`src/hw/bfp_pkg.sv`:
```
// bfp_pkg: constants shared by the bridge fault protection logic
// assumes a 100 MHz system clock; all times are turned into cycle counts here
package bfp_pkg;

  localparam int unsigned CLK_MHZ = 100;

  // filter times in nanoseconds (supply-low in picoseconds), least times rounded up to whole cycles
  localparam int unsigned TSD_FILT_NS  = 5000;
  localparam int unsigned TSD_FILT_CYC = (TSD_FILT_NS * CLK_MHZ + 999) / 1000;
  localparam int unsigned SUPPLY_LOW_LOCKOUT_FILT_PS  = 1410000;
  localparam int unsigned SUPPLY_LOW_LOCKOUT_FILT_CYC = (SUPPLY_LOW_LOCKOUT_FILT_PS / 1000 * CLK_MHZ + 999) / 1000;
  // overcurrent blanking is not printed; plain default
  localparam int unsigned OC_BLANK_NS  = 1000;
  localparam int unsigned OC_BLANK_CYC = (OC_BLANK_NS * CLK_MHZ + 999) / 1000;
  // cross-conduction dead interval; plain default
  localparam int unsigned DEAD_NS  = 200;
  localparam int unsigned DEAD_CYC = (DEAD_NS * CLK_MHZ + 999) / 1000;

  // chopping: oscillator divided by sixteen
  localparam int unsigned CHOP_DIV = 16;
  // internal oscillator 914 kHz; sys_clk cycles per oscillator tick, rounded down
  localparam int unsigned OSC_INT_KHZ = 914;
  localparam int unsigned OSC_INT_DIV = (CLK_MHZ * 1000) / OSC_INT_KHZ;
  localparam int unsigned CHOP_INT_KHZ_X10 = 571;

  localparam logic [3:0] GATES_OFF = 4'h0;

  typedef enum logic [1:0] {
    BFP_CHARGE = 2'b00,
    BFP_FAST   = 2'b01,
    BFP_SLOW   = 2'b10,
    BFP_OFF    = 2'b11
  } bfp_mode_e;

endpackage : bfp_pkg

```
`src/hw/bfp_bridge.sv`:
```
// bfp_bridge: gate drive for one h-bridge with dead interval on every change
// assumes mode and direction come from the chopper on the same clock
`timescale 1ns/1ps
module bfp_bridge
  import bfp_pkg::*;
#(
  parameter int unsigned DEAD = DEAD_CYC
) (
  input  wire logic      sys_clk,
  input  wire logic      rst_n,
  input  wire logic      clk_en,
  input  wire logic      force_off,
  input  wire bfp_mode_e mode,
  input  wire logic      dir,
  output logic [3:0]     gates
);
  localparam int unsigned DW = $clog2(DEAD + 1);

  // gate order: {low_side_two, low_side_one, high_side_two, high_side_one}
  function automatic logic [3:0] decode(input bfp_mode_e m, input logic d);
    logic [3:0] g;
    g = GATES_OFF;
    unique case (m)
      BFP_CHARGE: g = d ? 4'h6 : 4'h9;
      BFP_FAST:   g = d ? 4'h9 : 4'h6;
      BFP_SLOW:   g = 4'hc;
      BFP_OFF:    g = GATES_OFF;
    endcase
    return g;
  endfunction : decode

  logic [3:0]    want;
  logic [3:0]    gates_reg;
  logic [3:0]    gates_next;
  logic [DW-1:0] dead_reg;
  logic [DW-1:0] dead_next;

  assign want = force_off ? GATES_OFF : decode(mode, dir);

  always_comb begin
    gates_next = gates_reg;
    dead_next  = dead_reg;
    if (want != gates_reg) begin
      if (gates_reg != GATES_OFF) begin
        gates_next = GATES_OFF;
        dead_next  = DW'(DEAD);
      end else if (dead_reg != '0) begin
        dead_next = dead_reg - DW'(1);
      end else begin
        gates_next = want;
      end
    end else if (dead_reg != '0) begin
      dead_next = dead_reg - DW'(1);
    end
  end

  always_ff @(posedge sys_clk or negedge rst_n) begin
    if (!rst_n) begin
      gates_reg <= GATES_OFF;
      dead_reg  <= '0;
    end else if (clk_en) begin
      gates_reg <= gates_next;
      dead_reg  <= dead_next;
    end
  end

  assign gates = gates_reg;
endmodule : bfp_bridge

```
`src/hw/bfp_filter.sv`:
```
// bfp_filter: qualifies a raw fault level by a run of consecutive high cycles
// assumes raw input is already synchronised to sys_clk
`timescale 1ns/1ps
module bfp_filter
  import bfp_pkg::*;
#(
  parameter int unsigned COUNT = 8
) (
  input  wire logic sys_clk,
  input  wire logic rst_n,
  input  wire logic clk_en,
  input  wire logic raw,
  output logic      qualified
);
  localparam int unsigned CW = $clog2(COUNT + 1);
  localparam logic [CW-1:0] LAST = CW'(COUNT - 1);

  logic [CW-1:0] cnt_reg;
  logic [CW-1:0] cnt_next;
  logic          q_reg;
  logic          q_next;

  always_comb begin
    cnt_next = cnt_reg;
    q_next   = q_reg;
    if (!raw) begin
      cnt_next = '0;
      q_next   = 1'b0;
    end else if (cnt_reg == LAST) begin
      q_next = 1'b1;
    end else begin
      cnt_next = cnt_reg + CW'(1);
    end
  end

  always_ff @(posedge sys_clk or negedge rst_n) begin
    if (!rst_n) begin
      cnt_reg <= '0;
      q_reg   <= 1'b0;
    end else if (clk_en) begin
      cnt_reg <= cnt_next;
      q_reg   <= q_next;
    end
  end

  assign qualified = q_reg;
endmodule : bfp_filter

```
`src/hw/bfp_top.sv`:
```
// bfp_top: protection and output-stage control of a two-channel stepper bridge
// assumes fault and supply indications are asynchronous comparator levels
`timescale 1ns/1ps
module bfp_top
  import bfp_pkg::*;
#(
  parameter int unsigned TSD_CYC   = TSD_FILT_CYC,
  parameter int unsigned OC_CYC    = OC_BLANK_CYC,
  parameter int unsigned SUPPLY_LOW_LOCKOUT_CYC  = SUPPLY_LOW_LOCKOUT_FILT_CYC,
  parameter int unsigned OSC_DIV   = OSC_INT_DIV
) (
  input  wire logic       sys_clk,
  input  wire logic       rst_n,
  input  wire logic       clk_en,
  input  wire logic       thermal_shutdown,
  input  wire logic       overcurrent_detect_a,
  input  wire logic       overcurrent_detect_b,
  input  wire logic       supply_low,
  input  wire logic       sleep,
  input  wire logic       osc_set_pin,
  input  wire logic       osc_ext_tick,
  input  wire logic       bridge_enable,
  input  wire logic       dir_a,
  input  wire logic       dir_b,
  input  wire logic       above_limit_a,
  input  wire logic       above_limit_b,
  input  wire logic       fast_phase_a,
  input  wire logic       fast_phase_b,
  output logic            fault_flag_n_o,
  output logic            fault_flag_n_oe,
  output logic            thermal_flag_n_o,
  output logic            thermal_flag_n_oe,
  output logic            supply_low_lockout,
  output logic            chop_tick,
  output logic [3:0]      gates_a,
  output logic [3:0]      gates_b
);
  localparam int unsigned OW = $clog2(OSC_DIV + 1);

  // two-flop synchronisers for the fault, supply, sleep and oscillator inputs
  // clk_en freezes these too: a pin pulse shorter than a freeze is lost
  localparam int NSYNC = 7;
  logic [NSYNC-1:0] raw_in;
  logic [NSYNC-1:0] meta_reg;
  logic [NSYNC-1:0] sync_reg;
  // the external tick passes the same two flops, so it must run below sys_clk / 2
  assign raw_in = {osc_ext_tick,
                   osc_set_pin,
                   sleep,
                   supply_low,
                   overcurrent_detect_b,
                   overcurrent_detect_a,
                   thermal_shutdown};

  always_ff @(posedge sys_clk or negedge rst_n) begin
    if (!rst_n) begin
      meta_reg <= '0;
      sync_reg <= '0;
    end else if (clk_en) begin
      meta_reg <= raw_in;
      sync_reg <= meta_reg;
    end
  end

  logic tsd_s;
  logic oca_s;
  logic ocb_s;
  logic uv_s;
  logic sleep_s;
  logic osc_pin_s;
  logic ext_tick_s;
  assign tsd_s      = sync_reg[0];
  assign oca_s      = sync_reg[1];
  assign ocb_s      = sync_reg[2];
  assign uv_s       = sync_reg[3];
  assign sleep_s    = sync_reg[4];
  assign osc_pin_s  = sync_reg[5];
  assign ext_tick_s = sync_reg[6];

  logic tsd_q;
  bfp_filter #(.COUNT(TSD_CYC)) u_tsd_filt (
    .sys_clk   (sys_clk),
    .rst_n     (rst_n),
    .clk_en    (clk_en),
    .raw       (tsd_s),
    .qualified (tsd_q)
  );

  // overcurrent blanking per channel
  // both channels feed one latch, so the flags cannot tell a from b
  logic oca_q;
  logic ocb_q;
  bfp_filter #(.COUNT(OC_CYC)) u_oca_filt (
    .sys_clk   (sys_clk),
    .rst_n     (rst_n),
    .clk_en    (clk_en),
    .raw       (oca_s),
    .qualified (oca_q)
  );
  bfp_filter #(.COUNT(OC_CYC)) u_ocb_filt (
    .sys_clk   (sys_clk),
    .rst_n     (rst_n),
    .clk_en    (clk_en),
    .raw       (ocb_s),
    .qualified (ocb_q)
  );

  // supply-low filter
  // filters stay on rst_n only, so a fault can qualify again right after recovery
  logic uv_q;
  bfp_filter #(.COUNT(SUPPLY_LOW_LOCKOUT_CYC)) u_uv_filt (
    .sys_clk   (sys_clk),
    .rst_n     (rst_n),
    .clk_en    (clk_en),
    .raw       (uv_s),
    .qualified (uv_q)
  );

  // latched faults: a trip in the same cycle as a sleep clear still latches,
  // so a fault that persists through sleep is never lost
  logic tsd_lat_reg;
  logic tsd_lat_next;
  logic oc_lat_reg;
  logic oc_lat_next;

  always_comb begin
    tsd_lat_next = tsd_lat_reg;
    oc_lat_next  = oc_lat_reg;
    if (sleep_s) begin
      tsd_lat_next = 1'b0;
      oc_lat_next  = 1'b0;
    end
    if (tsd_q) begin
      tsd_lat_next = 1'b1;
    end
    if (oca_q || ocb_q) begin
      oc_lat_next = 1'b1;
    end
    if (uv_q) begin
      tsd_lat_next = 1'b0;
      oc_lat_next  = 1'b0;
    end
  end

  always_ff @(posedge sys_clk or negedge rst_n) begin
    if (!rst_n) begin
      tsd_lat_reg <= 1'b0;
      oc_lat_reg  <= 1'b0;
    end else if (clk_en) begin
      tsd_lat_reg <= tsd_lat_next;
      oc_lat_reg  <= oc_lat_next;
    end
  end

  // open-drain flags: the level is always low, only the enable moves;
  // the host pull-up supplies the released high level
  // general flag on either fault
  assign fault_flag_n_o    = 1'b0;
  assign fault_flag_n_oe   = tsd_lat_reg | oc_lat_reg;
  assign thermal_flag_n_o  = 1'b0;
  assign thermal_flag_n_oe = tsd_lat_reg;
  assign supply_low_lockout = uv_q;

  // oscillator: internal divider when pin is open or grounded, else external ticks
  // the integer divide rounds the internal oscillator slightly fast
  logic [OW-1:0] osc_cnt_reg;
  logic [OW-1:0] osc_cnt_next;
  logic          ext_prev_reg;
  logic [3:0]    chop_cnt_reg;
  logic [3:0]    chop_cnt_next;
  logic          osc_tick;
  logic          chop_next;
  logic          chop_reg;

  always_comb begin
    osc_cnt_next = osc_cnt_reg;
    osc_tick     = 1'b0;
    if (!osc_pin_s) begin
      if (osc_cnt_reg == OW'(OSC_DIV - 1)) begin
        osc_cnt_next = '0;
        osc_tick     = 1'b1;
      end else begin
        osc_cnt_next = osc_cnt_reg + OW'(1);
      end
    end else begin
      osc_cnt_next = '0;
      // external ticks count on rising edges only
      osc_tick     = ext_tick_s & ~ext_prev_reg;
    end
    chop_cnt_next = osc_tick ? chop_cnt_reg + 4'h1 : chop_cnt_reg;
    chop_next     = osc_tick && (chop_cnt_reg == 4'(CHOP_DIV - 1));
    // logic held reset in lockout
    // restarting here makes the first period after recovery a whole one
    if (uv_q) begin
      osc_cnt_next  = '0;
      chop_cnt_next = 4'h0;
      chop_next     = 1'b0;
    end
  end

  always_ff @(posedge sys_clk or negedge rst_n) begin
    if (!rst_n) begin
      osc_cnt_reg  <= '0;
      ext_prev_reg <= 1'b0;
      chop_cnt_reg <= 4'h0;
      chop_reg     <= 1'b0;
    end else if (clk_en) begin
      osc_cnt_reg  <= osc_cnt_next;
      ext_prev_reg <= ext_tick_s;
      chop_cnt_reg <= chop_cnt_next;
      chop_reg     <= chop_next;
    end
  end

  assign chop_tick = chop_reg;

  // per-channel decay mode: charge until above limit, then fast or slow decay;
  // a new chop period restarts charge
  // there is no off-time timer: a decay phase lasts until the next chop tick,
  // and each restart costs one dead interval in the bridge
  bfp_mode_e mode_reg [2];
  bfp_mode_e mode_next [2];
  logic [1:0] above;
  logic [1:0] fastp;
  logic       stop_all;
  assign above = {above_limit_b, above_limit_a};
  assign fastp = {fast_phase_b, fast_phase_a};
  // all outputs off
  // one stop for both channels: a fault on either bridge parks both
  assign stop_all = uv_q
                  | tsd_lat_reg
                  | oc_lat_reg
                  | sleep_s
                  | ~bridge_enable;

  always_comb begin
    for (int i = 0; i < 2; i++) begin
      mode_next[i] = mode_reg[i];
      if (stop_all) begin
        mode_next[i] = BFP_OFF;
      end else if (chop_reg || mode_reg[i] == BFP_OFF) begin
        mode_next[i] = BFP_CHARGE;
      end else if (mode_reg[i] == BFP_CHARGE && above[i]) begin
        mode_next[i] = fastp[i] ? BFP_FAST : BFP_SLOW;
      end
    end
  end

  always_ff @(posedge sys_clk or negedge rst_n) begin
    if (!rst_n) begin
      mode_reg[0] <= BFP_OFF;
      mode_reg[1] <= BFP_OFF;
    end else if (clk_en) begin
      mode_reg[0] <= mode_next[0];
      mode_reg[1] <= mode_next[1];
    end
  end

  // each bridge applies its own dead interval; both take the shared stop
  bfp_bridge u_bridge_a (
    .sys_clk   (sys_clk),
    .rst_n     (rst_n),
    .clk_en    (clk_en),
    .force_off (stop_all),
    .mode      (mode_reg[0]),
    .dir       (dir_a),
    .gates     (gates_a)
  );

  bfp_bridge u_bridge_b (
    .sys_clk   (sys_clk),
    .rst_n     (rst_n),
    .clk_en    (clk_en),
    .force_off (stop_all),
    .mode      (mode_reg[1]),
    .dir       (dir_b),
    .gates     (gates_b)
  );
endmodule : bfp_top

```
`config.mk`:
```
export PLATFORM = sky130hd
export DESIGN_NAME = bfp_top
export DESIGN_NICKNAME = d
export VERILOG_FILES = /design/src/hw/bfp_pkg.sv /design/src/hw/bfp_bridge.sv /design/src/hw/bfp_filter.sv /design/src/hw/bfp_top.sv
export SDC_FILE = /design/constraint.sdc
export NUM_CORES = 1
export LEC_CHECK = 0
export BUFFER_PORTS_ARGS = -buffer_cell sky130_fd_sc_hd__buf_4
export CORE_MARGIN = 4
export CORE_UTILIZATION = 60
export CTS_CLUSTER_SIZE = 10
export DETAILED_ROUTE_END_ITERATION = 16
export MAX_ROUTING_LAYER = met4
export PLACE_DENSITY = 0.79
export REMOVE_ABC_BUFFERS = 1
export SLEW_MARGIN = 10
export SYNTH_ARGS = -nofsm -noshare
export SYNTH_HDL_FRONTEND = slang
export SYNTH_SLANG_ARGS = --single-unit
```
`constraint.sdc`:
```
create_clock -name sys_clk -period 4.33 [get_ports sys_clk]
set_input_delay 0.433 -clock sys_clk [delete_from_list [all_inputs] [get_ports sys_clk]]
set_output_delay 0.433 -clock sys_clk [all_outputs]
set_load 0.01 [all_outputs]
```
After elaboration in Yosys (flattened, before gate mapping)
Index checks and enable logic that the tools add are counted.

storage, ports and cells
  bits in registers = 86
  input bits = 17
  logic and storage cells = 149

operators by class
  eq/ne operators = 24
  reductions and logical operators = 32
  multiplexer cells = 55
  bitwise gates (word level) = 8
  add/subtract/negate cells = 8

operators with widths
  cell                 number
  $mux 7               7
  $mux 4               12
  $pmux 4 s4           2
  $mux 5               6
  $reduce_and 2->1     13
  $add 7x1->7 const B  3
  $eq 7x7->1 const B   3
  $mux 9               2
  $mux 1               16
  $mux 2               8
  $mux 8               2
  $ne 2x1->1 const B   6
  $reduce_bool 3->1    4
  $reduce_bool 5->1    2
  $sub 5x1->5 const B  2
  $add 9x1->9 const B  1
  $eq 9x9->1 const B   1
  $add 8x1->8 const B  1
  $eq 2x2->1 const B   4
  $eq 8x8->1 const B   1
  $ne 2x2->1 const B   4
  $ne 4x4->1           2
  $reduce_bool 4->1    2
  $reduce_and 3->1     2
  other kinds (10)     21

Logic depth before layout (Yosys ltp)
Gate-level depths: netlist of run 1.

  depth after elaboration = 7
  gate-level depth with buffers = 8

Modules after synthesis
Synthesis of run 1 repeated with hierarchy kept, for this count alone.

second synthesis, totals
  cells, all modules = 498
  area, all modules = 5019.8 um^2

modules (own cells, without submodules)
  module                        cells each  area an instance (um^2)  times used
  bfp_top                       142         1602.8                   1
  bfp_bridge                    76          705.7                    2
  bfp_filter at u_oca_filt ...  46          456.7                    2
  bfp_filter at u_tsd_filt      58          574.3                    1
  bfp_filter at u_uv_filt       54          518.0                    1

Worst setup path before layout of run 1
Ideal clock, no wire load.

  path kind = reg2reg
  from = register tsd_lat_reg (netlist: thermal_flag_n_oe)
  to = register u_bridge_a.gates_reg[1] (netlist: u_bridge_a.gates[1])
  slack = 1.937 ns
  data required time = 4.205 ns
  arrival = 2.268 ns
  library setup time = 0.125 ns
  stages on the path, launching flop included = 8
  period minus slack after synthesis = 2.393 ns
  cells stage by stage = dfrtp_1 -> nor4_4 -> and2_1 -> buf_4 -> o311ai_1 -> o32a_1 -> a211o_4 -> mux2_4

on the way
  longest elaborated chain between the ends = 7
  elaborated cells on any way between the ends = 9
  those cells by class = 1 x eq/ne; 3 x mux; 4 x bitwise; 1 x reduce/logical

ends and longest elaborated chain
  element                                                      RTL line                            text
  start, declared                                              bfp_top.sv:121                      logic tsd_lat_reg;
  start signal, assigned                                       bfp_top.sv:150                      tsd_lat_reg <= tsd_lat_next;
  $or 1x1->1 *                                                 bfp_top.sv:231                      | tsd_lat_reg
  $or 1x1->1 *                                                 bfp_top.sv:232                      | oc_lat_reg
  $or 1x1->1 *                                                 bfp_top.sv:233                      | sleep_s
  $or 1x1->1 *                                                 bfp_top.sv:234                      | ~bridge_enable;
  $mux 4 *                                                     bfp_bridge.sv:38                    assign want = force_off ? GATES_OFF : decode(mode, dir);
  $ne 4x4->1 / $mux 4 (equally long branches)                  bfp_bridge.sv:43, bfp_bridge.sv:47
  $reduce_and 3->1 (no line) / $mux 4 (equally long branches)  -
  end signal, assigned                                         bfp_bridge.sv:62                    gates_reg <= gates_next;
  end, declared                                                bfp_bridge.sv:33                    logic [3:0] gates_reg;

Every way passes the cells marked *; elsewhere a longest branch is shown, timed or not. The select of a mux whose other input is x is not followed.
A chain may end at the register's enable or synchronous reset.

Worst setup path in the final report of run 1
  from = register u_uv_filt.q_reg (netlist: u_uv_filt.qualified)
  to = register u_bridge_a.gates_reg[2] (netlist: u_bridge_a.gates[2])

on the way
  longest elaborated chain between the ends = 7
  elaborated cells on any way between the ends = 9
  those cells by class = 1 x eq/ne; 3 x mux; 4 x bitwise; 1 x reduce/logical

ends and longest elaborated chain
  element                                                      RTL line                            text
  start, declared                                              bfp_filter.sv:20                    logic q_reg;
  start signal, assigned                                       bfp_filter.sv:42                    q_reg <= q_next;
  $or 1x1->1 *                                                 bfp_top.sv:231
  $or 1x1->1 *                                                 bfp_top.sv:232
  $or 1x1->1 *                                                 bfp_top.sv:233
  $or 1x1->1 *                                                 bfp_top.sv:234
  $mux 4 *                                                     bfp_bridge.sv:38
  $ne 4x4->1 / $mux 4 (equally long branches)                  bfp_bridge.sv:43, bfp_bridge.sv:47
  $reduce_and 3->1 (no line) / $mux 4 (equally long branches)  -

Marked as above.

==> reports/qor.csv, run 1 <==
metric;value;unit
Max-cap violations;0;
nets@finish;525;
max reg flops;9;
Root Driver;clkbuf_8;
Initial DRC Count;181;
Hold WC Path Type;in -> async;
WP data required;4.57;ns
CP max FO;12;
Slew @ Worst Pin;1.05;ns
area grow syn2layout;11.0;%
CP cell instances;nor4_4, and2_1, o311ai_1, o32a_1, a211o_4, mux2_4;
CP Capture Type;flip-flop;
worst vdd rail ir drop;0.225;mV
leakage;2.29;nW
Routed Wire Length;8670;um
Ports;31;
initial antenna violation count;0;
buffer depth of the longest clock path;2;
DP Wirelength;5790;um
# rows;31;
GP Congestion;0.888;
largest net degree at the start of global routing;87;
TritonRoute pass-1 iters;5;
Util after Layout;0.689;
final period utilization;0.634;
TritonCTS clock tree;yes;
number of synthesized flops with an enable pin;0;
clk_lat worst skew;0.35;ns
Worst setup SP type;flip-flop;
H-tree level count;3;
cts hold-fix bufs;0;
Critical Path AT;2.98;ns
Residual DRC;0;
min Tclk post-route;2.74;ns
final hold vios;0;
die area;0.00899;mm2
critical path class;reg -> reg;
PwrDens;450;mW/mm2
# clock sinks;86;
worst slack at placement;1.62;ns
wire per inst;14.4;um
status;finished clean;
Fillers;571;
synth warn;0;
Initial Util;0.620;
Post-synth ARST share;1.00;
PortBufs;28;
main flop type after synthesis;dfrtp_1;
cell count after synthesis;476;
core area;0.00729;mm2
post-route ant nets;0;
RSZ-0062 raised after global routing;no;
proportion of layout cells with a drive suffix above 1;0.149;
Final setup viols;0;
vias in the first global route;3297;
Seq/Total Area, Yosys;0.477;
first-pass GRT wire length;14600;um
CTS clk-pin slew, worst paths;0.09;ns
FF+latch count, synth;86;
Sum Neg Setup Slack;0;ns
Clock Skew;0.00965;ns
Post-CTS Setup Inserts;0;
relative slew slack;0.300;
Unique masters post-synth;55;
Worst Hold Margin;0.247;ns
final setup margin;1.59;ns
Die Wd;94.8;um
Final Max Slew Viols;0;
Syn Area/Cell;9.50;um2
overall routing resource usage;0.212;
worst stage delay on the critical path;0.52;ns
gr ovfl total;0;
fmax;365;MHz
Syn Std Cell Area;0.00452;mm2
Avg Vias per Cell;5.96;
vias;3584;
slowest CP cell;dfrtp_1;
CTS Buf Count;9;
number of diodes;0;
r2r setup slk;1.59;ns
die height;94.8;um
CTS resizes;0;
==> area by class of cell <==
cell class	count	area [um2]	area share
Clock buffer	11	141	0.0281
Sequential cell	86	2160	0.429
Multi-Input combinational cell	350	2210	0.439
Inverter	22	82.6	0.0164
Clock inverter	4	95.1	0.0189
Tap cell	99	124	0.0247
Timing Repair Buffer	29	218	0.0433
==> routing by layer <==
layer	vias to the layer above	share of wire	track usage
li1	1750	-	-
met1	1707	0.46	0.277
met2	107	0.45	0.317
met3	20	0.062	0.0406
met4	0	0.028	0.105
met5	-	0	-
==> cells in the mapped netlist, types with 2 or more instances <==
master     instances  area [um2]
o22ai_1            7        43.8
a31oi_1            6        37.5
mux2_2            16         180
o21ba_2            2        20.0
a22o_1            13         114
and4_1             3        26.3
o2bb2ai_1          4        35.0
nor3_1             6        30.0
ha_1              10         125
nand3b_1           3        22.5
and2_1             3        18.8
mux2i_1            2        20.0
nand2_1           54         203
a32o_1             2        20.0
or3_1              4        25.0
nor4b_1            3        26.3
o21ai_0           27         135
clkbuf_1          16        60.1
nand4_1           15        93.8
inv_1             22        82.6
and3_1             6        37.5
dfstp_2            4         105
o211ai_1           2        15.0
o21a_1             2        15.0
buf_4              3        22.5
nor4bb_1           2        20.0
a21oi_1           26         130
dfrtp_1           82        2050
nor4_1             3        18.8
mux2_4             3        45.0
or4_1              2        15.0
nor2b_1            6        37.5
nand3_1           14        70.1
or2_2              3        18.8
o31ai_1            7        52.6
xnor2_1            8        70.1
nor2_1            55         206
nand2b_1           2        12.5
xor2_1            12         105
==> worst max-delay path, delay by kind of cell, from the launching register on <==
kind            cells  cell delay, ns
compound gates      3            0.91
simple gates        2            0.89
flops               1            0.52
mux                 1            0.30
==> cell families (layout without fill, tap and decap cells) <==
family / count (synthesis) / after routing / synth area share
flops: 86 / 86 / 0.477
mux: 21 / 21 / 0.0542
simple gates: 188 / 188 / 0.205
buf+inv: 41 / 66 / 0.0365
xor+xnor: 20 / 20 / 0.0387
compound gates: 109 / 109 / 0.160
fa+ha+maj: 10 / 10 / 0.0277
other cells: 1 / 2 / 0.000829
==> placed cells by master, fill, tap and decap left out, types with 3 or more instances in the layout <==
cell type | synthesis | final
a21oi_1 | 26 | 26
a22o_1 | 13 | 13
a31oi_1 | 6 | 6
and2_1 | 3 | 3
and3_1 | 6 | 6
and4_1 | 3 | 3
buf_4 | 3 | 29
bufinv_16 | 0 | 3
clkbuf_8 | 0 | 10
dfrtp_1 | 82 | 82
dfstp_2 | 4 | 4
ha_1 | 10 | 10
inv_1 | 22 | 22
mux2_2 | 16 | 16
mux2_4 | 3 | 3
nand2_1 | 54 | 54
nand3_1 | 14 | 14
nand3b_1 | 3 | 3
nand4_1 | 15 | 15
nor2_1 | 55 | 55
nor2b_1 | 6 | 6
nor3_1 | 6 | 6
nor4_1 | 3 | 3
nor4b_1 | 3 | 3
o21ai_0 | 27 | 27
o22ai_1 | 7 | 7
o2bb2ai_1 | 4 | 4
o31ai_1 | 7 | 7
or2_2 | 3 | 3
or3_1 | 4 | 4
xnor2_1 | 8 | 8
xor2_1 | 12 | 12
==> report_power, final <==
group          leakage (nW)  total [W]  internal, W  switching, W
clock network         0.119   0.000668     0.000395      0.000273
registers              1.10    0.00106     0.000926      0.000135
logic                  1.07   0.000529     0.000244      0.000285
total                  2.29    0.00226      0.00157      0.000693
==> stage by stage <==
stage	total power, W	area, um2	cells
global route	0.00240	5020	601
global placement	0.00157	4790	586
finish	0.00226	5020	601
CTS	0.00227	5020	601
detailed placement	0.00160	4790	586
floorplan	0.00142	4450	458
==> path summary, 6_finish.rpt <==
kind / end / from / cells past startpoint
hold / removal: u_bridge_a.dead_reg[4] / rst_n / 1
setup reg to reg: u_bridge_a.gates[2] / u_uv_filt.qualified / 6
setup / recovery: u_bridge_a.gates[2] / u_uv_filt.qualified / 6
min in group sys_clk: meta_reg[6] / osc_ext_tick / 2
hold reg to reg: sync_reg[2] / meta_reg[2] / 2
max in group asynchronous: u_bridge_b.gates[3] / rst_n / 1
(Power assumes the default switching activity.)
==> inputs of run 2 (changes only) <==
- ABC_AREA: default -> 1
- CORE_UTILIZATION: 60 -> 55
- PLACE_DENSITY: 0.79 -> 0.76
- clock period: 4.33 -> 2.4 ns (I/O delays scaled with it)
==> reports/qor.csv, run 2 <==
metric;value;unit
number of diodes;0;
leakage;2.70;nW
Clock power frac;0.275;
synth warn;0;
Sum Neg Setup Slack;0;ns
buffer depth of the longest clock path;2;
worst vdd rail ir drop;0.343;mV
first-pass GRT wire length;16500;um
sw power;0.00174;W
PortBufs;28;
Critical Path AT;2.15;ns
Worst setup SP type;flip-flop;
CP bufs+invs;1;
most frequent cells in the layout;nand2_1 (186), dfrtp_1 (82), inv_1 (72);
placed cell count;744;
CTS clk-pin slew, worst paths;0.08;ns
clk_lat worst skew;0.36;ns
TritonCTS clock tree;yes;
Residual DRC;0;
core area;0.00834;mm2
Final Max Slew Viols;0;
Syn Std Cell Area;0.00478;mm2
Final setup viols;0;
area grow syn2layout;11.9;%
final hold vios;0;
top cell type's share of synthesized area;0.430;
vias;3992;
worst stage delay on the critical path;0.60;ns
Post-synth top cells;nand2_1 (186), dfrtp_1 (82), inv_1 (72);
CP max FO;12;
RSZ-0062 raised after global routing;no;
critical path class;reg -> reg;
Post-CTS Setup Inserts;0;
Slew @ Worst Pin;0.751;ns
initial antenna violation count;0;
Max-cap violations;0;
min Tclk post-route;1.92;ns
Logic pwr share;0.324;
number of synthesized flops with an enable pin;0;
# clock sinks;86;
main flop type after synthesis;dfrtp_1;
synth top area cells;dfrtp_1 (43%), nand2_1 (15%), inv_1 (5.7%), o21ai_0 (4.3%), nor2_1 (3.9%);
# rows;33;
Die Wd;101;um
Initial DRC Count;148;
Clock Skew;0.0102;ns
CTS Buf Count;9;
Fillers;698;
status;finished clean;
PwrDens;911;mW/mm2
Syn Area/Cell;7.67;um2
GP Congestion;0.890;
slowest CP cell;o21ai_1;
H-tree level count;3;
Seq/Total Area, Yosys;0.452;
Unique masters post-synth;43;
cell count after synthesis;623;
most common cell after layout, fill and taps aside;nand2_1;
nets@finish;678;
vias in the first global route;3781;
final cell count without fillers;761;
post-route ant nets;0;
CP Capture Type;flip-flop;
Routed Wire Length;9400;um
Initial Util;0.573;
most common cell in the netlist;nand2_1;
Int Pwr;0.00313;W
wire per inst;12.4;um
proportion of layout cells with a drive suffix above 1;0.123;
overall routing resource usage;0.204;
Sw Share;0.357;
final period utilization;0.799;
total power;0.00487;W
DP Wirelength;6580;um
Ports;31;
max reg flops;9;
crit-path leading delay family;compound AO/OA/AOI/OAI gates;
critical path's most frequent cell;nor2_1;
leading area contributor after synthesis;dfrtp_1;
largest net degree at the start of global routing;54;
relative slew slack;0.496;
TritonRoute pass-1 iters;4;
WP data required;2.64;ns
gr ovfl total;0;
CP cell instances;ha_1, inv_1, nor2_1, nand2_1, o21ai_1, nor2_1, xnor2_1, nor2_1;
Avg Vias per Cell;5.25;
Seq pwr share;0.401;
Root Driver;clkbuf_8;
Post-synth ARST share;1.00;
die area;0.0102;mm2
fmax;522;MHz
FF+latch count, synth;86;
die height;101;um
Util after Layout;0.641;
Hold WC Path Type;in -> reg;
## run 2: cell types whose count changed in the layout (fill, tap and decap cells not counted), moves of 6 or more
cell / previous run / this run
mux2_2: 16 / 0
o22ai_1: 7 / 0
o21ai_1: 0 / 7
and3_1: 6 / 0
nand2_1: 54 / 186
nor3_1: 6 / 15
a22o_1: 13 / 0
o21ai_0: 27 / 40
inv_1: 22 / 72
a21oi_1: 26 / 16
nand3_1: 14 / 36
nand2_2: 0 / 7
nor2_1: 55 / 49
## run 2: timing repair
action / 4_1_cts / 5_1_grt
setup endpoints to repair: 0 / 2
endpoints found under the hold margin: 29 / 0
hold buffers: 1 / 0
gates resized for setup: 0 / 1
## run 2: cells by family after synthesis
logic type      Yosys count  synth area share
simple gates            341             0.323
flops                    86             0.452
compound gates           81            0.0948
fa+ha+maj                10            0.0262
xor+xnor                 14            0.0257
buf+inv                  90            0.0783
other cells               1          0.000785
## run 2: layer usage
metal / global-route usage / wire length [um] / vias up
met5: - / 0 / -
met4: 0.0665 / 133 / 0
met3: 0.0475 / 371 / 12
met2: 0.326 / 4440 / 64
met1: 0.258 / 4460 / 1850
li1: - / - / 2066
## run 2: final timing paths
| check | start | end | slack [ns] | cells past startpoint |
|---|---|---|---|---|
| max in group asynchronous | rst_n | sync_reg[0] | 1.37 | 3 |
| min in group asynchronous | rst_n | u_bridge_b.gates[2] | 0.38 | 2 |
| min | supply_low | meta_reg[3] | 0.08 | 3 |
| max | u_ocb_filt.cnt_reg[0] | u_ocb_filt.cnt_reg[2] | 0.48 | 8 |
| max reg2reg | u_ocb_filt.cnt_reg[0] | u_ocb_filt.cnt_reg[2] | 0.48 | 8 |
| min reg2reg | meta_reg[1] | meta_reg[1] | 0.48 | 2 |
## run 2: layout make-up
| type | instances | area, um2 | area share |
|---|---|---|---|
| Clock inverter | 6 | 133 | 0.0248 |
| Tap cell | 105 | 131 | 0.0246 |
| Inverter | 73 | 274 | 0.0513 |
| Multi-Input combinational cell | 448 | 2250 | 0.421 |
| Sequential cell | 86 | 2160 | 0.404 |
| Timing Repair Buffer | 33 | 263 | 0.0492 |
| Clock buffer | 10 | 138 | 0.0257 |
## run 2: worst min-delay path, stage by stage
cell and delay, ns:
buf_4 0.07, nand2_1 0.04, nand2_1 0.05
## run 2: per-stage QoR
stage | instance area [um2] | hold slack, ns | setup slack, ns
6_report | 5350 | 0.0835 | 0.483
5_1_grt | 5350 | 0.0580 | 0.339
4_1_cts | 5350 | 0.0626 | 0.196
3_5_place_dp | 5060 | 0.230 | 0.214
3_3_place_gp | 5060 | 0.218 | 0.352
2_1_floorplan | 4680 | -0.0556 | 0.587
## run 2: power groups by stage
stage          clock network [W]  logic, W  registers, W
2_1_floorplan                  0   0.00118       0.00194
3_3_place_gp                   0   0.00150       0.00196
3_5_place_dp                   0   0.00157       0.00198
4_1_cts                  0.00138   0.00159       0.00195
5_1_grt                  0.00144   0.00178       0.00199
6_report                 0.00134   0.00158       0.00195
==> inputs of run 3 (changes only) <==
- clock period: 2.4 -> 1.7 ns (I/O delays scaled with it)
==> reports/qor.csv, run 3 (synthesized netlist as in run 2, its figures left out) <==
metric;value;unit
r2r setup slk;0.01;ns
Ports;31;
GP Congestion;0.890;
Initial DRC Count;205;
buffer depth of the longest clock path;2;
Root Driver;clkbuf_8;
CP max FO;5;
Routed Wire Length;10000;um
Final setup viols;0;
Worst setup SP type;flip-flop;
DP Wirelength;7150;um
WP data required;1.95;ns
Final Max Slew Viols;0;
first-pass GRT wire length;17200;um
TritonCTS clock tree;yes;
final period utilization;0.992;
vias in the first global route;4007;
CTS clk-pin slew, worst paths;0.09;ns
PwrDens;1260;mW/mm2
number of diodes;0;
clk_lat worst skew;0.36;ns
gr ovfl total;0;
largest net degree at the start of global routing;34;
core area;0.00834;mm2
overall routing resource usage;0.212;
nets@finish;699;
H-tree level count;3;
Hold WC Path Type;in -> reg;
die height;101;um
endpoint of the lowest-slack register-to-register path;u_bridge_b.gates[0];
post-route ant nets;0;
Sum Neg Setup Slack;0;ns
# rows;33;
worst slack at placement;-0.135;ns
final setup margin;0.0142;ns
Util after Layout;0.670;
final hold vios;0;
Max-cap violations;0;
RSZ-0062 raised after global routing;yes;
Fillers;671;
status;finished clean;
Initial Util;0.573;
die area;0.0102;mm2
# clock sinks;86;
leakage;2.80;nW
min Tclk post-route;1.69;ns
fmax;593;MHz
Avg Vias per Cell;5.36;
hold wc startpoint;osc_ext_tick;
max reg flops;9;
Die Wd;101;um
area grow syn2layout;17.0;%
Clock Skew;0.0119;ns
wire per inst;12.8;um
Hold Crit Depth;3;
initial antenna violation count;0;
CTS Buf Count;9;
Residual DRC;0;
PortBufs;28;
most common cell after layout, fill and taps aside;nand2_1;
CP Capture Type;flip-flop;
proportion of layout cells with a drive suffix above 1;0.189;
critical path class;reg -> reg;
worst vdd rail ir drop;0.548;mV
Worst Reg-to-Reg Cells;10;
most frequent cells in the layout;nand2_1 (170), dfrtp_1 (82), inv_1 (68);
hold endpoint;meta_reg[6];
Critical Path AT;1.93;ns
TritonRoute pass-1 iters;5;
worst r2r src;u_bridge_b.dead_reg[1];
vias;4189;
-- run 3: cell types whose count changed in the layout (fill, tap and decap cells not counted), sizes merged --
| cell | delta |
|---|---|
| clkinvlp | +1 |
| clkbuf | +1 |
| buf | +21 |
| bufinv | -2 |
-- run 3: worst max path at each step --
stage | from | end | slack [ns] | cells past startpoint
floorplan | u_ocb_filt.cnt_reg[0] | u_ocb_filt.cnt_reg[3] | -0.11 | 8
global placement | u_bridge_b.dead_reg[1] | u_bridge_b.gates[0] | 0.05 | 10
detailed placement | u_bridge_b.dead_reg[1] | u_bridge_b.gates[0] | -0.14 | 10
CTS | u_bridge_b.dead_reg[1] | u_bridge_b.gates[0] | 0.007 | 10
global route | u_bridge_b.dead_reg[1] | u_bridge_b.gates[1] | -0.09 | 10
finish | u_bridge_b.dead_reg[1] | u_bridge_b.gates[0] | 0.01 | 10
-- run 3: timing repair --
action / CTS / global route
pin swaps: 2 / 21
hold buffers: 1 / 0
gates resized for setup: 2 / 40
setup buffers: 4 / 3
setup endpoints to repair: 18 / 34
hold endpoints to repair: 26 / 0
-- run 3: critical path: stages (launching register included) --
cell and delay [ns]:
dfrtp_1 0.41, inv_2 0.09, ha_4 0.13, nand2_2 0.05, nor2_1 0.12, inv_1 0.06
or2_4 0.28, a21oi_4 0.21, nand2_4 0.10, nand2_2 0.07, nand2_1 0.05
-- run 3: final cells by class --
class | count | area [um2] | share of cell area
Clock buffer | 11 | 131 | 0.0235
Clock inverter | 5 | 83.8 | 0.0150
Inverter | 73 | 274 | 0.0490
Multi-Input combinational cell | 448 | 2370 | 0.424
Sequential cell | 86 | 2160 | 0.386
Tap cell | 105 | 131 | 0.0235
Timing Repair Buffer | 54 | 444 | 0.0795
-- run 3: stage by stage --
step / hold slack (ns) / instance area [um2] / power, W / std cells
after CTS: 0.00147 / 5450 / 0.00677 / 779
after global routing: 0.0133 / 5590 / 0.00750 / 782
after global placement: 0.138 / 5180 / 0.00501 / 758
after detailed placement: 0.145 / 5180 / 0.00514 / 758
after floorplan: -0.126 / 4680 / 0.00441 / 607
final: 0.0124 / 5590 / 0.00702 / 782
-- run 3: layer usage --
metal  track usage  vias up  part of all wire
met1         0.262     1991              0.45
met4        0.0726        0             0.015
li1              -     2097                 -
met3        0.0317       14             0.044
met5             -        -                 0
met2         0.356       87              0.49
-- run 3: where the power goes --
part	switching [W]	internal, W	leakage (nW)
combinational	0.00157	0.00107	1.57
sequential	0.000377	0.00242	1.13
clock	0.000738	0.000832	0.0998
total	0.00269	0.00433	2.80
